--- src/logic/monitor_entry_security_pkg.sv ---
// shared constants and carriers for monitor entry and security check
package monitor_entry_security_pkg;

  localparam int ENTRY_HOLD_CYCLES = 24;
  localparam int SEC_BYTES = 8;
  localparam int SEC_IDX_W = 3;
  localparam logic [15:0] SEC_BASE_ADDR = 16'hfff6;
  localparam logic [15:0] SEC_LAST_ADDR = 16'hfffd;
  localparam logic [7:0] ERASED_BYTE = 8'hff;
  localparam logic [7:0] UNDEF_BYTE = 8'h00;
  localparam logic [15:0] FLASH_LO_ADDR = 16'he000;

  localparam int FRAME_BITS = 10;
  localparam logic [3:0] BIT_START = 4'h0;
  localparam logic [3:0] BIT_STOP = 4'h9;

  localparam logic [2:0] OFS_INDEX_HIGH = 3'h1;
  localparam logic [2:0] OFS_CCR = 3'h2;
  localparam logic [2:0] OFS_ACC = 3'h3;
  localparam logic [2:0] OFS_INDEX_LOW = 3'h4;
  localparam logic [2:0] OFS_PC_HIGH = 3'h5;
  localparam logic [2:0] OFS_PC_LOW = 3'h6;
  localparam logic [15:0] ENTRY_PUSH_BYTES = 16'h0006;
  localparam logic [15:0] STACK_READ_BIAS = 16'h0001;

  typedef enum logic [1:0] {
    cmd_write_stack,
    cmd_read_stack,
    read_stack_pointer_command,
    cmd_resume
  } mon_cmd_e;

  typedef struct packed {
    logic [7:0] index_high;
    logic [7:0] index_low;
    logic [7:0] acc;
    logic [7:0] ccr;
    logic [15:0] pc;
  } cpu_regs_s;

  typedef struct packed {
    logic valid;
    mon_cmd_e op;
    logic [2:0] offset;
    logic [7:0] data;
  } mon_cmd_s;

  typedef struct packed {
    logic valid;
    logic fetch;
    logic [15:0] addr;
  } flash_req_s;

  typedef struct packed {
    logic en;
    logic [SEC_IDX_W-1:0] idx;
    logic [7:0] data;
  } sec_write_s;

endpackage : monitor_entry_security_pkg

--- src/logic/monitor_entry_security.sv ---
// monitor-mode entry, security byte check, stacked frame and flash gating
`timescale 1ns/1ps
module monitor_entry_security import monitor_entry_security_pkg::*; #(
  parameter int BIT_CYCLES = 1024,
  parameter int HOLD_CYCLES = ENTRY_HOLD_CYCLES
) (
  input wire logic ref_clk,
  input wire logic arst_n,
  input wire logic mode_entry_select_pin,
  input wire logic monitor_serial_pin_in,
  output logic monitor_serial_pin_out,
  output logic monitor_serial_pin_oe,
  input wire cpu_regs_s cpu_regs_in,
  input wire logic [15:0] stack_pointer_in,
  input wire mon_cmd_s cmd,
  output logic [15:0] rsp_data,
  output logic rsp_valid,
  output cpu_regs_s resume_regs,
  output logic [15:0] resume_stack_pointer,
  output logic resume_pulse,
  input wire sec_write_s sec_wr,
  input wire flash_req_s flash_req,
  input wire logic [7:0] flash_array_data,
  output logic [7:0] flash_rd_data,
  output logic flash_rd_valid,
  output logic illegal_addr_reset,
  output logic monitor_active,
  output logic security_unlocked
);

  typedef enum logic [2:0] {
    st_entry,
    st_rx_idle,
    st_rx_bits,
    st_tx,
    st_monitor,
    st_user
  } mon_state_e;

  localparam int TMR_W = $clog2(BIT_CYCLES + 1);
  localparam logic [TMR_W-1:0] TMR_FULL = TMR_W'(BIT_CYCLES - 1);
  localparam logic [TMR_W-1:0] TMR_HALF = TMR_W'(BIT_CYCLES / 2);
  localparam logic [4:0] HOLD_LAST = 5'(HOLD_CYCLES - 1);

  mon_state_e state, next_state;
  logic [4:0] hold_cnt, next_hold_cnt;
  logic [TMR_W-1:0] tmr, next_tmr;
  logic [3:0] bit_idx, next_bit_idx;
  logic [SEC_IDX_W-1:0] byte_cnt, next_byte_cnt;
  logic [7:0] shreg, next_shreg;
  logic mismatch, next_mismatch;
  logic unlocked, next_unlocked;
  logic tx_out, next_tx_out;
  logic tx_oe, next_tx_oe;
  logic [7:0] frame [1:6];
  logic [7:0] next_frame [1:6];
  logic [15:0] stack_ptr, next_stack_ptr;
  logic [15:0] next_rsp_data;
  logic next_rsp_valid;
  cpu_regs_s next_resume_regs;
  logic [15:0] next_resume_stack_ptr;
  logic next_resume_pulse;
  logic [7:0] next_flash_rd_data;
  logic next_flash_rd_valid;
  logic next_illegal;
  logic [7:0] sec_rd_data;
  logic in_monitor;

  security_byte_store #(
    .DEPTH(SEC_BYTES)
  ) u_store (
    .ref_clk(ref_clk),
    .arst_n(arst_n),
    .wr(sec_wr),
    .rd_idx(byte_cnt),
    .rd_data(sec_rd_data)
  );

  assign in_monitor = (state != st_entry) && (state != st_user);

  // entry, serial receive, echo and compare
  always_comb begin
    next_state = state;
    next_hold_cnt = hold_cnt;
    next_tmr = tmr;
    next_bit_idx = bit_idx;
    next_byte_cnt = byte_cnt;
    next_shreg = shreg;
    next_mismatch = mismatch;
    next_unlocked = unlocked;
    next_tx_out = tx_out;
    next_tx_oe = tx_oe;
    case (state)
      st_entry: begin
        // a high select pin at any cycle of the hold window means user mode
        if (mode_entry_select_pin) begin
          next_state = st_user;
        end else if (hold_cnt == HOLD_LAST) begin
          next_state = st_rx_idle;
        end else begin
          next_hold_cnt = hold_cnt + 5'h01;
        end
      end
      st_rx_idle: begin
        if (!monitor_serial_pin_in) begin
          next_state = st_rx_bits;
          next_tmr = TMR_HALF;
          next_bit_idx = BIT_START;
        end
      end
      st_rx_bits: begin
        if (tmr != '0) begin
          next_tmr = tmr - 1'b1;
        end else if (bit_idx == BIT_START && monitor_serial_pin_in) begin
          next_state = st_rx_idle; // false start, glitch rejected
        end else if (bit_idx == BIT_STOP) begin
          // one differing byte spoils the whole sequence
          next_mismatch = mismatch | (shreg != sec_rd_data);
          next_state = st_tx;
          next_tmr = TMR_FULL;
          next_bit_idx = BIT_START;
          next_tx_out = 1'b0;
          next_tx_oe = 1'b1;
        end else begin
          if (bit_idx != BIT_START) begin
            next_shreg = {monitor_serial_pin_in, shreg[7:1]};
          end
          next_bit_idx = bit_idx + 4'h1;
          next_tmr = TMR_FULL;
        end
      end
      st_tx: begin
        if (tmr != '0) begin
          next_tmr = tmr - 1'b1;
        end else if (bit_idx == BIT_STOP) begin
          next_tx_oe = 1'b0;
          next_tx_out = 1'b1;
          if (byte_cnt == SEC_IDX_W'(SEC_BYTES - 1)) begin
            next_state = st_monitor;
            next_unlocked = !mismatch;
          end else begin
            next_state = st_rx_idle;
            next_byte_cnt = byte_cnt + 1'b1;
          end
        end else begin
          next_bit_idx = bit_idx + 4'h1;
          next_tmr = TMR_FULL;
          // data lsb first, then the stop level
          next_tx_out = (bit_idx == 4'h8) ? 1'b1 : shreg[bit_idx[2:0]];
        end
      end
      st_monitor: begin
        next_state = st_monitor;
      end
      st_user: begin
        next_state = st_user;
      end
      default: begin
        next_state = st_entry;
      end
    endcase
  end

  // unlock is only ever cleared by reset, so any reset relocks
  always_ff @(posedge ref_clk or negedge arst_n) begin
    if (!arst_n) begin
      state <= st_entry;
      hold_cnt <= 5'h00;
      tmr <= '0;
      bit_idx <= 4'h0;
      byte_cnt <= '0;
      shreg <= 8'h00;
      mismatch <= 1'b0;
      unlocked <= 1'b0;
      tx_out <= 1'b1;
      tx_oe <= 1'b0;
    end else begin
      state <= next_state;
      hold_cnt <= next_hold_cnt;
      tmr <= next_tmr;
      bit_idx <= next_bit_idx;
      byte_cnt <= next_byte_cnt;
      shreg <= next_shreg;
      mismatch <= next_mismatch;
      unlocked <= next_unlocked;
      tx_out <= next_tx_out;
      tx_oe <= next_tx_oe;
    end
  end

  // stacked frame and monitor commands
  always_comb begin
    for (int i = 1; i <= 6; i++) begin
      next_frame[i] = frame[i];
    end
    next_stack_ptr = stack_ptr;
    next_rsp_data = rsp_data;
    next_rsp_valid = 1'b0;
    next_resume_regs = resume_regs;
    next_resume_stack_ptr = resume_stack_pointer;
    next_resume_pulse = 1'b0;
    if (state == st_entry && next_state == st_rx_idle) begin
      // software interrupt stacks five bytes, then index high is pushed
      next_frame[OFS_INDEX_HIGH] = cpu_regs_in.index_high;
      next_frame[OFS_CCR] = cpu_regs_in.ccr;
      next_frame[OFS_ACC] = cpu_regs_in.acc;
      next_frame[OFS_INDEX_LOW] = cpu_regs_in.index_low;
      next_frame[OFS_PC_HIGH] = cpu_regs_in.pc[15:8];
      next_frame[OFS_PC_LOW] = cpu_regs_in.pc[7:0];
      next_stack_ptr = stack_pointer_in - ENTRY_PUSH_BYTES;
    end else if (state == st_monitor && cmd.valid) begin
      case (cmd.op)
        cmd_write_stack: begin
          if (cmd.offset >= OFS_INDEX_HIGH && cmd.offset <= OFS_PC_LOW) begin
            next_frame[cmd.offset] = cmd.data;
          end
        end
        cmd_read_stack: begin
          next_rsp_valid = 1'b1;
          if (cmd.offset >= OFS_INDEX_HIGH && cmd.offset <= OFS_PC_LOW) begin
            next_rsp_data = {8'h00, frame[cmd.offset]};
          end else begin
            next_rsp_data = 16'h0000;
          end
        end
        read_stack_pointer_command: begin
          next_rsp_valid = 1'b1;
          next_rsp_data = stack_ptr + STACK_READ_BIAS;
        end
        cmd_resume: begin
          // pull index high first, then the interrupt return frame
          next_resume_regs.index_high = frame[OFS_INDEX_HIGH];
          next_resume_regs.ccr = frame[OFS_CCR];
          next_resume_regs.acc = frame[OFS_ACC];
          next_resume_regs.index_low = frame[OFS_INDEX_LOW];
          next_resume_regs.pc = {frame[OFS_PC_HIGH], frame[OFS_PC_LOW]};
          next_resume_stack_ptr = stack_ptr + ENTRY_PUSH_BYTES;
          next_resume_pulse = 1'b1;
        end
        default: begin
          next_rsp_valid = 1'b0;
        end
      endcase
    end
  end

  always_ff @(posedge ref_clk or negedge arst_n) begin
    if (!arst_n) begin
      for (int i = 1; i <= 6; i++) begin
        frame[i] <= 8'h00;
      end
      stack_ptr <= 16'h0000;
      rsp_data <= 16'h0000;
      rsp_valid <= 1'b0;
      resume_regs <= '0;
      resume_stack_pointer <= 16'h0000;
      resume_pulse <= 1'b0;
    end else begin
      frame <= next_frame;
      stack_ptr <= next_stack_ptr;
      rsp_data <= next_rsp_data;
      rsp_valid <= next_rsp_valid;
      resume_regs <= next_resume_regs;
      resume_stack_pointer <= next_resume_stack_ptr;
      resume_pulse <= next_resume_pulse;
    end
  end

  // flash gating; locked means in monitor without a good match
  always_comb begin
    next_flash_rd_valid = flash_req.valid && !flash_req.fetch;
    next_flash_rd_data = flash_rd_data;
    next_illegal = 1'b0;
    if (flash_req.valid && flash_req.addr >= FLASH_LO_ADDR) begin
      if (in_monitor && !unlocked) begin
        // fixed filler so nothing of the stored image leaks
        next_flash_rd_data = UNDEF_BYTE;
        next_illegal = flash_req.fetch;
      end else begin
        next_flash_rd_data = flash_array_data;
      end
    end else if (flash_req.valid) begin
      next_flash_rd_data = flash_array_data;
    end
  end

  always_ff @(posedge ref_clk or negedge arst_n) begin
    if (!arst_n) begin
      flash_rd_data <= 8'h00;
      flash_rd_valid <= 1'b0;
      illegal_addr_reset <= 1'b0;
    end else begin
      flash_rd_data <= next_flash_rd_data;
      flash_rd_valid <= next_flash_rd_valid;
      illegal_addr_reset <= next_illegal;
    end
  end

  assign monitor_serial_pin_out = tx_out;
  assign monitor_serial_pin_oe = tx_oe;
  assign monitor_active = in_monitor;
  assign security_unlocked = unlocked;

endmodule : monitor_entry_security

--- src/logic/security_byte_store.sv ---
// eight-byte store of the reserved security bytes, registered read
`timescale 1ns/1ps
module security_byte_store import monitor_entry_security_pkg::*; #(
  parameter int DEPTH = SEC_BYTES
) (
  input wire logic ref_clk,
  input wire logic arst_n,
  input wire sec_write_s wr,
  input wire logic [SEC_IDX_W-1:0] rd_idx,
  output logic [7:0] rd_data
);

  logic [7:0] mem [DEPTH];
  logic [7:0] next_mem [DEPTH];
  logic [7:0] next_rd_data;

  always_comb begin
    for (int i = 0; i < DEPTH; i++) begin
      next_mem[i] = mem[i];
    end
    if (wr.en) begin
      next_mem[wr.idx] = wr.data;
    end
    next_rd_data = mem[rd_idx];
  end

  // erased flash reads as all ones until programmed
  always_ff @(posedge ref_clk or negedge arst_n) begin
    if (!arst_n) begin
      for (int i = 0; i < DEPTH; i++) begin
        mem[i] <= ERASED_BYTE;
      end
      rd_data <= ERASED_BYTE;
    end else begin
      mem <= next_mem;
      rd_data <= next_rd_data;
    end
  end

endmodule : security_byte_store
--- config.mk ---
export PLATFORM = sky130hd
export DESIGN_NAME = monitor_entry_security
export DESIGN_NICKNAME = d
export VERILOG_FILES = /design/src/logic/monitor_entry_security_pkg.sv /design/src/logic/monitor_entry_security.sv /design/src/logic/security_byte_store.sv
export SDC_FILE = /design/constraint.sdc
export NUM_CORES = 1
export LEC_CHECK = 0
export ABC_AREA = 1
export BUFFER_PORTS_ARGS = -buffer_cell sky130_fd_sc_hd__buf_2
export CORE_ASPECT_RATIO = 0.9
export CORE_UTILIZATION = 55
export CTS_CLUSTER_DIAMETER = 120
export DETAILED_ROUTE_END_ITERATION = 8
export PLACE_DENSITY_LB_ADDON = 0.2
export SYNTH_ARGS = -nofsm -noshare
export SYNTH_HDL_FRONTEND = slang
export SYNTH_HIERARCHICAL = 1
export SYNTH_SLANG_ARGS = --single-unit
--- constraint.sdc ---
create_clock -name ref_clk -period 2.5 [get_ports ref_clk]
set_input_delay 0.375 -clock ref_clk [delete_from_list [all_inputs] [get_ports ref_clk]]
set_output_delay 0.375 -clock ref_clk [all_outputs]
set_load 0.02 [all_outputs]
* Yosys cells after proc, flatten, opt, wreduce, memory -nomap -nowiden
Cells that the tools add are included.
** Word-level totals
- Flip-flop bits (word level) :: 266
- Bits of input ports :: 120
- Output and inout bits :: 96
- Word-level logic and storage cells :: 194
** Operators by class
- $add $sub $neg :: 7
- Order comparisons :: 9
- Eq/ne operators :: 24
- Multiplexer cells :: 66
- Bitwise logic cells :: 11
- Reductions and logical operators :: 39
** Operators by type and width (count)
- 48-bit 2-to-1 mux :: 4
- 8-bit 2-to-1 mux :: 10
- 64-bit bitwise mux :: 1
- 11-bit 2-to-1 mux :: 5
- 8-bit binary-select mux with 3-bit select :: 2
- 48-bit bitwise mux :: 1
- 8-bit demux with 3-bit select :: 2
- 11-bit one-hot mux with 3 select lines :: 1
- 16-bit one-hot mux with 2 select lines :: 1
- 3-bit 2-to-1 mux :: 9
- 4-bit 2-to-1 mux :: 6
- 1-bit 2-to-1 mux :: 19
- 3-bit one-hot mux with 6 select lines :: 1
- 16-bit by 1-bit adder with 16-bit output, second input constant :: 1
- 16-bit by 3-bit adder with 16-bit output, second input constant :: 1
- 16-bit >= comparator, second input constant :: 1
- 4-bit AND reduction :: 4
- 16-bit by 3-bit subtractor with 16-bit output, second input constant :: 1
- 2-bit != test, second input constant :: 7
- 4-bit >= comparator, second input constant :: 3
- 3-bit NOT with 4-bit output :: 3
- 4-bit one-hot mux with 3 select lines :: 1
- 3-bit AND reduction :: 4
- 6-bit AND reduction :: 2
- other kinds (32) :: 66

* Logic depth before layout (Yosys ltp)
Gate-level depths: netlist (run 1).
- Depth in word-level cells :: 10
- Depth in mapped cells :: 16
- Gate-level depth less buffers :: 14

* Modules after synthesis
The synthesis (run 1) kept the hierarchy.
** By module, submodules not included
- monitor_entry_security :: times used 1, cells each 1295, area each 10022.1 um^2, sequential area each 4855.9 um^2
- security_byte_store :: times used 1, cells each 447, area each 3479.6 um^2, sequential area each 1891.8 um^2

* Worst setup path before layout (run 1)
OpenSTA, ideal clock, no wires.
- Path type :: flip-flop to flip-flop
- Start :: reg bit_idx[0]
- End :: reg frame[6] in the netlist's numbering
- Setup time :: 0.117 ns
- Data arrival time :: 1.742 ns
- Required time :: 2.383 ns
- Slack :: 0.641 ns
- Cell stages (with the launch flop) :: 13
- Period minus slack after synthesis :: 1.859 ns
- Path through :: dfrtp_1 clkinv_1 ha_1 nand3_1 nand2_1 nand4_1 nand3_4 nand2_4 inv_2 buf_6 buf_6 o21ai_1 inv_1
** Between the ends
- Cells in the longest elaborated chain, start to end :: 9
** RTL lines
- start: declaration :: line monitor_entry_security.sv:48 : logic [3:0] bit_idx, next_bit_idx;
- start signal: assignment :: line monitor_entry_security.sv:181 : bit_idx <= next_bit_idx;
- 4-bit equality test / 4-bit zero test (equally long branches) :: line monitor_entry_security.sv:116, monitor_entry_security.sv:135, monitor_entry_security.sv:114
- 3-bit 2-to-1 mux / 1-bit logical AND (equally long branches) :: line monitor_entry_security.sv:116, monitor_entry_security.sv:114
- 3-bit 2-to-1 mux :: line monitor_entry_security.sv:114 : end else if (bit_idx == BIT_START && monitor_serial_pin_in) begin
- 3-bit 2-to-1 mux :: line monitor_entry_security.sv:112 : if (tmr != '0) begin
- 3-bit one-hot mux with 6 select lines * :: line monitor_entry_security.sv:93 : case (state)
- named net next_state[0] :: line monitor_entry_security.sv:45 : mon_state_e state, next_state;
- 3-bit by 1-bit equality test with 1-bit output * :: line monitor_entry_security.sv:202 : if (state == st_entry && next_state == st_rx_idle) begin
- 1-bit logical AND * :: line monitor_entry_security.sv:202
- 2-bit nonzero test (no source line)
- 3-bit AND reduction (no source line)
- end signal: assignment :: line monitor_entry_security.sv:259 : frame <= next_frame;
- end: declaration :: line monitor_entry_security.sv:55 : logic [7:0] frame [1:6];
Mark *: on every way through the listed nets, which the timed path passes. The rest lies on a longest branch.
A chain may end at the register's enable or synchronous reset.

* Final worst setup path (run 1)
- Start :: reg bit_idx[1]
- End :: reg frame[40] in the netlist's numbering
Same word-level chain as after synthesis.

==> results of run 1 <==
-- worst max-delay path by stage --
stage	start	endpoint	cells after the start
final	bit_idx[1]$_DFFE_PN0P_	frame[40]$_DFFE_PN0P_	12
after floorplan	bit_idx[0]$_DFFE_PN0P_	frame[6]$_DFFE_PN0P_	12
after detailed placement	state[0]$_DFF_PN0_	frame[39]$_DFFE_PN0P_	10
after global placement	state[0]$_DFF_PN0_	frame[34]$_DFFE_PN0P_	10
after global routing	bit_idx[0]$_DFFE_PN0P_	frame[37]$_DFFE_PN0P_	12
after CTS	state[0]$_DFF_PN0_	frame[14]$_DFFE_PN0P_	10
-- metal layers --
| layer | up-vias | routed length [um] | track usage [%] |
|---|---|---|---|
| li1 | 5916 | - | - |
| met1 | 5633 | 16600 | 41.9 |
| met2 | 486 | 16200 | 45.9 |
| met3 | 50 | 2490 | 4.71 |
| met4 | 0 | 762 | 7.34 |
| met5 | - | 0 | 0 |
-- logic make-up (layout without fill, tap and decap cells) --
kind of cell               Yosys count  after routing  synth area share (%)
AOI/OAI and AO/OA                  283            283                  10.9
xor gates and xnor gates            30             30                  1.95
adders and majority gates           15             15                  1.39
buffers and inverters              305            526                  9.48
DFF                                266            266                  50.0
muxes                                4              4                 0.334
and+or+nand+nor                    839            839                  25.9
-- final cells by class --
type / instances / area share (%)
Clock buffer: 35 / 5.25
Timing Repair Buffer: 232 / 8.22
Sequential cell: 266 / 42.6
Multi-Input combinational cell: 1171 / 34.6
Clock inverter: 17 / 1.10
Tap cell: 308 / 2.43
Inverter: 242 / 5.76
-- placed cells by master, fill, tap and decap left out, drive strengths merged, types with 7 or more instances in the layout --
cell type / n
nor3: 12
nand2: 592
clkbuf: 35
inv: 241
dfstp: 73
clkinv: 11
o22ai: 10
dfrtp: 193
xnor2: 9
nand3: 130
o21ai: 230
nor2: 69
ha: 15
a21oi: 26
buf: 230
nand4: 23
xor2: 21
or2: 7
-- stage by stage --
step                setup slack [ps]  power (mW)  instance area, um2  hold WS [ps]  util (%)
global placement                 277        9.46               14800           329      61.0
floorplan                        641        8.36               13500          79.4         -
CTS                              184        14.1               15800          48.6      65.3
finish                           315        14.0               15800          58.9      65.5
detailed placement               220        9.59               14800           335      61.0
global route                    78.6        14.8               15800          56.9      65.5
-- worst max-delay path, cell delays in order (launching register included) --
cell and delay [ps]:
dfrtp_1 420, inv_1 140, ha_1 200, nand3_1 180
nor2_1 130, nand3_1 110, nand2_2 100, nand3_4 130
nand2_4 110, buf_12 260, o21ai_0 150, nand2_1 90
nand2_1 50
-- flip-flops by register name, indices dropped and copies added, names as in the netlist, 3 cells and up --
signal / flops
stack_ptr: 16
byte_cnt: 3
shreg: 8
hold_cnt: 5
frame: 48
u_store/rd_data: 8
state: 3
u_store/mem: 64
flash_rd_data: 8
rsp_data: 16
resume_stack_pointer: 16
resume_regs: 48
bit_idx: 4
tmr: 11
-- power by group through the flow --
| stage | sequential, mW | clock (mW) | combinational [mW] |
|---|---|---|---|
| detailed placement | 6.42 | 0 | 3.17 |
| global placement | 6.39 | 0 | 3.07 |
| global route | 6.51 | 4.67 | 3.67 |
| CTS | 6.36 | 4.49 | 3.20 |
| floorplan | 6.32 | 0 | 2.04 |
| finish | 6.39 | 4.44 | 3.19 |
-- what timing repair did --
| item | 4_1_cts | 5_1_grt |
|---|---|---|
| setup buffers | 0 | 5 |
| setup endpoints to repair | 0 | 10 |
| resized for setup | 0 | 3 |
| hold buffers | 2 | 0 |
| endpoints found under the hold margin | 31 | 0 |
==> run summary, run 1 <==
Reg-to-Reg End = frame[40]$_DFFE_PN0P_
Placer Congestion = 0.915
Fillers = 2131
Ys async rst share = 100%
Cell total after placement = 2212
P_int = 9.35 mW
Rows = 54
Crit path kind = reg -> reg
Net Switching = 4.68 mW
Hold Fails Final Rpt = 0
Switching Fraction = 33.3%
Post-DP HPWL = 25.7 mm
WP data arrival = 2610 ps
Hold WC Path Type = in -> reg
Startpoint Class = flip-flop
Nets = 2076
Pwr Density = 886 nW/um2
Diodes inserted = 0
CTS tree = done
Die area = 25200 um2
Rel. slew slack = 31.9%
EDFF count, synth = 0
Ys Warns = 6
Reg2Reg Launch Point = bit_idx[1]$_DFFE_PN0P_
Largest net degree at the start of global routing = 75
Initial antenna violation count = 0
RSZ-0062 raised after global routing = false
# DRC = 0
DRT Pass-1 Iters = 5
CTS Root Cell = clkbuf_16
Slew @ Worst Pin = 1020 ps
Area of the multi-input gates = 5480 um2
Status = finished clean
Port-buffer cells = 202
Slew Viols, Final = 0
Core Area = 24200 um2
Clock share of power = 31.7%
Post-Syn Area = 13500 um2
Synth top cells by count = 586 x nand2_1, 232 x inv_1, 200 x o21ai_0
Post-Syn Nets = 1877
Initial Util = 55.8%
Worst endpoint required time = 2930 ps
CTS buffer count = 28
Clock-pin slew on the worst setup and hold paths = 60 ps
Post-synthesis instance total = 1742
Vias in the first global route = 11275
Hold Path Sink = frame[16]$_DFFE_PN0P_
Post-route ant nets = 0
Leakage power = 8.40 nW
Clock Sinks = 266
Yosys top cell by area = dfrtp_1
Tot GR Track Use = 29.0%
Highest clock rate = 458 MHz
Sum of negative setup slack = 0 ps
DR iter-0 viols = 1040
Final min period = 2180 ps
Synth Flop Type = dfrtp_1
Clk_lat worst skew = 540 ps
Fraction of layout cells with a size suffix above 1 = 20.0%
FF+latch area = 6750 um2
H-tree depth = 1
Detailed Route WL = 36.1 mm
FF-to-FF setup slack = 320 ps
HP Start = cpu_regs_in[32]
Distinct cells, synth = 42
Crit-path max FO = 66
Die Ht = 151 um
Comb pwr share = 22.8%
Grt total ovfl = 0
WHS Path Cells = 3
Vias/cell = 5.32
Layout area overhead = 17.3%
Wirelength per Cell = 15.9 um
Worst setup EP type = flip-flop
Clock Skew = 7.07 ps
Max cap viols = 0
Sequential share of power = 45.6%
First-pass GRT wire length = 58.5 mm
Via count = 12085
CTS Buffer Depth = 3
Most common cell in the netlist = nand2_1
FF+latch count, synth = 266
Synth top area cells = dfrtp_1 36%, nand2_1 16%, dfstp_2 14%
Max rail drop VDD = 0.568 mV
Die Width = 167 um
Mean post-synth cell area = 7.75 um2
Sequential fraction of the synthesis area = 50.0%
Worst reg2reg path depth = 12
# setup viols final = 0
Final non-filler cell total = 2271
Ports = 216
Area share of the largest cell type after synthesis = 35.8%
Period utilization = 87.4%
No activity file was read; power rests on OpenSTA's default activity.
==> inputs of run 2 (changes only) <==
Settings changed: CORE_UTILIZATION 55 to 52.
Clock period 2.5 ns to 1.84 ns, I/O delays scaled along.
==> run summary, run 2 (synthesis gave the netlist of run 1 again) <==
Post-DP HPWL = 27.1 mm (was 25.7 mm)
Via count = 12860 (was 12085)
CTS Root Cell = clkbuf_16 (unchanged)
Placer Congestion = 0.966 (was 0.915)
CTS tree = done (unchanged)
Pre-CTS WS = -173 ps (was 220 ps)
Sequential share of power = 44.1% (was 45.6%)
P_int = 13.1 mW (was 9.35 mW)
Ports = 216 (unchanged)
Sum of negative setup slack = -451 ps (was 0 ps)
Layout area overhead = 30.2% (was 17.3%)
# DRC = 0 (unchanged)
Die Width = 172 um (was 167 um)
Rel. slew slack = 62.7% (was 31.9%)
DR iter-0 viols = 1041 (was 1040)
CTS buffer count = 28 (unchanged)
FF-to-FF setup slack = -40 ps (was 320 ps)
Tot GR Track Use = 29.4% (was 29.0%)
Hold Fails Final Rpt = 0 (unchanged)
Clock Sinks = 266 (unchanged)
Period utilization = 102% (was 87.4%)
Status = finished, violations left (was finished clean)
Detailed Route WL = 40.0 mm (was 36.1 mm)
Max cap viols = 0 (unchanged)
Worst reg2reg path depth = 13 (was 12)
Switching Fraction = 33.9% (was 33.3%)
Post-route ant nets = 0 (unchanged)
Vias in the first global route = 12033 (was 11275)
RSZ-0062 raised after global routing = true (was false)
M1 WL = 17.8 mm (was 16.6 mm)
Leakage power = 9.19 nW (was 8.40 nW)
Met3 WL = 3.06 mm (was 2.49 mm)
Worst setup EP type = flip-flop (unchanged)
Most flops, register = u_store/mem (unchanged)
Startpoint Class = flip-flop (unchanged)
Hold WC Path Type = in -> reg (unchanged)
DRT Pass-1 Iters = 5 (unchanged)
Pwr Density = 1130 nW/um2 (was 886 nW/um2)
Wirelength per Cell = 16.5 um (was 15.9 um)
HP Start = cpu_regs_in[47] (was cpu_regs_in[32])
Initial antenna violation count = 0 (unchanged)
Reg-to-Reg End = frame[39]$_DFFE_PN0P_ (was frame[40]$_DFFE_PN0P_)
# setup viols final = 35 (was 0)
Core Area = 25300 um2 (was 24200 um2)
Diodes inserted = 0 (unchanged)
Die area = 26600 um2 (was 25200 um2)
Clk_lat worst skew = 560 ps (was 540 ps)
WL met2 = 18.3 mm (was 16.2 mm)
Fraction of layout cells with a size suffix above 1 = 26.3% (was 20.0%)
Final setup margin = -40.8 ps (was 315 ps)
Worst endpoint required time = 2290 ps (was 2930 ps)
Comb pwr share = 26.5% (was 22.8%)
DR top layer = met4 (unchanged)
Post-DP Area = 15300 um2 (was 14800 um2)
Clock share of power = 29.4% (was 31.7%)
Most frequent cells in the layout = 565 x nand2_1, 223 x inv_1, 200 x buf_2 (was 584 x nand2_1, 232 x inv_1, 201 x buf_2)
Slew @ Worst Pin = 558 ps (was 1020 ps)
Net Switching = 6.70 mW (was 4.68 mW)
Max rail drop VDD = 0.694 mV (was 0.568 mV)
Max reg flops = 64 (unchanged)
Clock Skew = 23.4 ps (was 7.07 ps)
Grt total ovfl = 0 (unchanged)
Slew Viols, Final = 0 (unchanged)
Die Ht = 155 um (was 151 um)
Crit path kind = reg -> reg (unchanged)
First-pass GRT wire length = 61.7 mm (was 58.5 mm)
Rows = 55 (was 54)
Reg2Reg Launch Point = state[1]$_DFF_PN0_ (was bit_idx[1]$_DFFE_PN0P_)
WP data arrival = 2330 ps (was 2610 ps)
Cell total after placement = 2310 (was 2212)
Initial Util = 53.3% (was 55.8%)
Nets = 2200 (was 2076)
Vias/cell = 5.29 (was 5.32)
Hold Path Sink = frame[47]$_DFFE_PN0P_ (was frame[16]$_DFFE_PN0P_)
Design area = 17600 um2 (was 15800 um2)
Highest clock rate = 532 MHz (was 458 MHz)
Largest net degree at the start of global routing = 72 (was 75)
Crit-path max FO = 13 (was 66)
Final non-filler cell total = 2429 (was 2271)
WHS Path Cells = 5 (was 3)
Final min period = 1880 ps (was 2180 ps)
Clock-pin slew on the worst setup and hold paths = 70 ps (was 60 ps)
H-tree depth = 1 (unchanged)
Registers with the most flip-flops = u_store/mem (64), frame (48), resume_regs (48) (unchanged)
Commonest non-fill, non-tap cell in the layout = nand2_1 (unchanged)
CTS Buffer Depth = 3 (unchanged)
Violated checks = negative setup slack
Port-buffer cells = 202 (unchanged)
==> run 2: metal layers <==
layer	global-route usage (%)	vias up
li1	-	6178
met1	41.7	6075
met2	47.2	538
met5	0	-
met4	7.46	0
met3	4.48	69
==> run 2: how the worst max path moves through the flow <==
| stage | from | cells past startpoint | end | slack [ps] |
|---|---|---|---|---|
| 6_report | state[1]$_DFF_PN0_ | 13 | frame[39]$_DFFE_PN0P_ | -40 |
| 5_1_grt | state[1]$_DFF_PN0_ | 13 | frame[39]$_DFFE_PN0P_ | -170 |
| 4_1_cts | tmr[0]$_DFFE_PN0P_ | 14 | frame[26]$_DFFE_PN0P_ | -80 |
| 3_5_place_dp | bit_idx[1]$_DFFE_PN0P_ | 12 | frame[11]$_DFFE_PN0P_ | -170 |
| 3_3_place_gp | tmr[0]$_DFFE_PN0P_ | 14 | frame[11]$_DFFE_PN0P_ | -90 |
| 2_1_floorplan | bit_idx[1]$_DFFE_PN0P_ | 13 | frame[6]$_DFFE_PN0P_ | 30 |
==> run 2: critical path: stages, from the launching register on <==
cell     delay (ps)
dfrtp_1         390
inv_2            80
buf_4           120
nand4_1         100
inv_2            90
nand2_2          80
nor2_4          180
buf_6           150
nand2_1          70
buf_6           160
nand2_1          60
o21ai_0         110
o21ai_2         150
inv_1            50
==> run 2: through the flow <==
step           hold slack, ps  power (mW)  util, %
2_1_floorplan           -19.6        11.4        -
3_3_place_gp              231        13.3     60.6
3_5_place_dp              234        13.4     60.6
4_1_cts                 0.344        19.5     67.5
5_1_grt                  14.6        20.9     69.4
6_report                 10.7        19.8     69.4
==> run 2: timing repair <==
item,in CTS,in global routing
hold buffers,43,0
pin swaps,11,25
buffers inserted,5,6
hold endpoints to repair,86,0
endpoints found under the setup margin,81,89
resized for setup,73,71
gates cloned,5,8
==> run 2: power by group through the flow <==
stage	logic, mW	clock network [mW]	registers [mW]
floorplan	2.78	0	8.59
global placement	4.58	0	8.67
detailed placement	4.72	0	8.70
CTS	4.95	5.89	8.63
global route	5.89	6.13	8.84
finish	5.24	5.82	8.72
==> run 2: cell type report <==
| type | count | area [um2] |
|---|---|---|
| fillers | 2073 | 7750 |
| repair buffers | 356 | 2680 |
| well taps | 342 | 428 |
| clock buffers | 44 | 853 |
| flip-flops and latches | 266 | 6750 |
| inverters | 242 | 926 |
| multi-input cells | 1171 | 5840 |
| clock inverters | 8 | 101 |
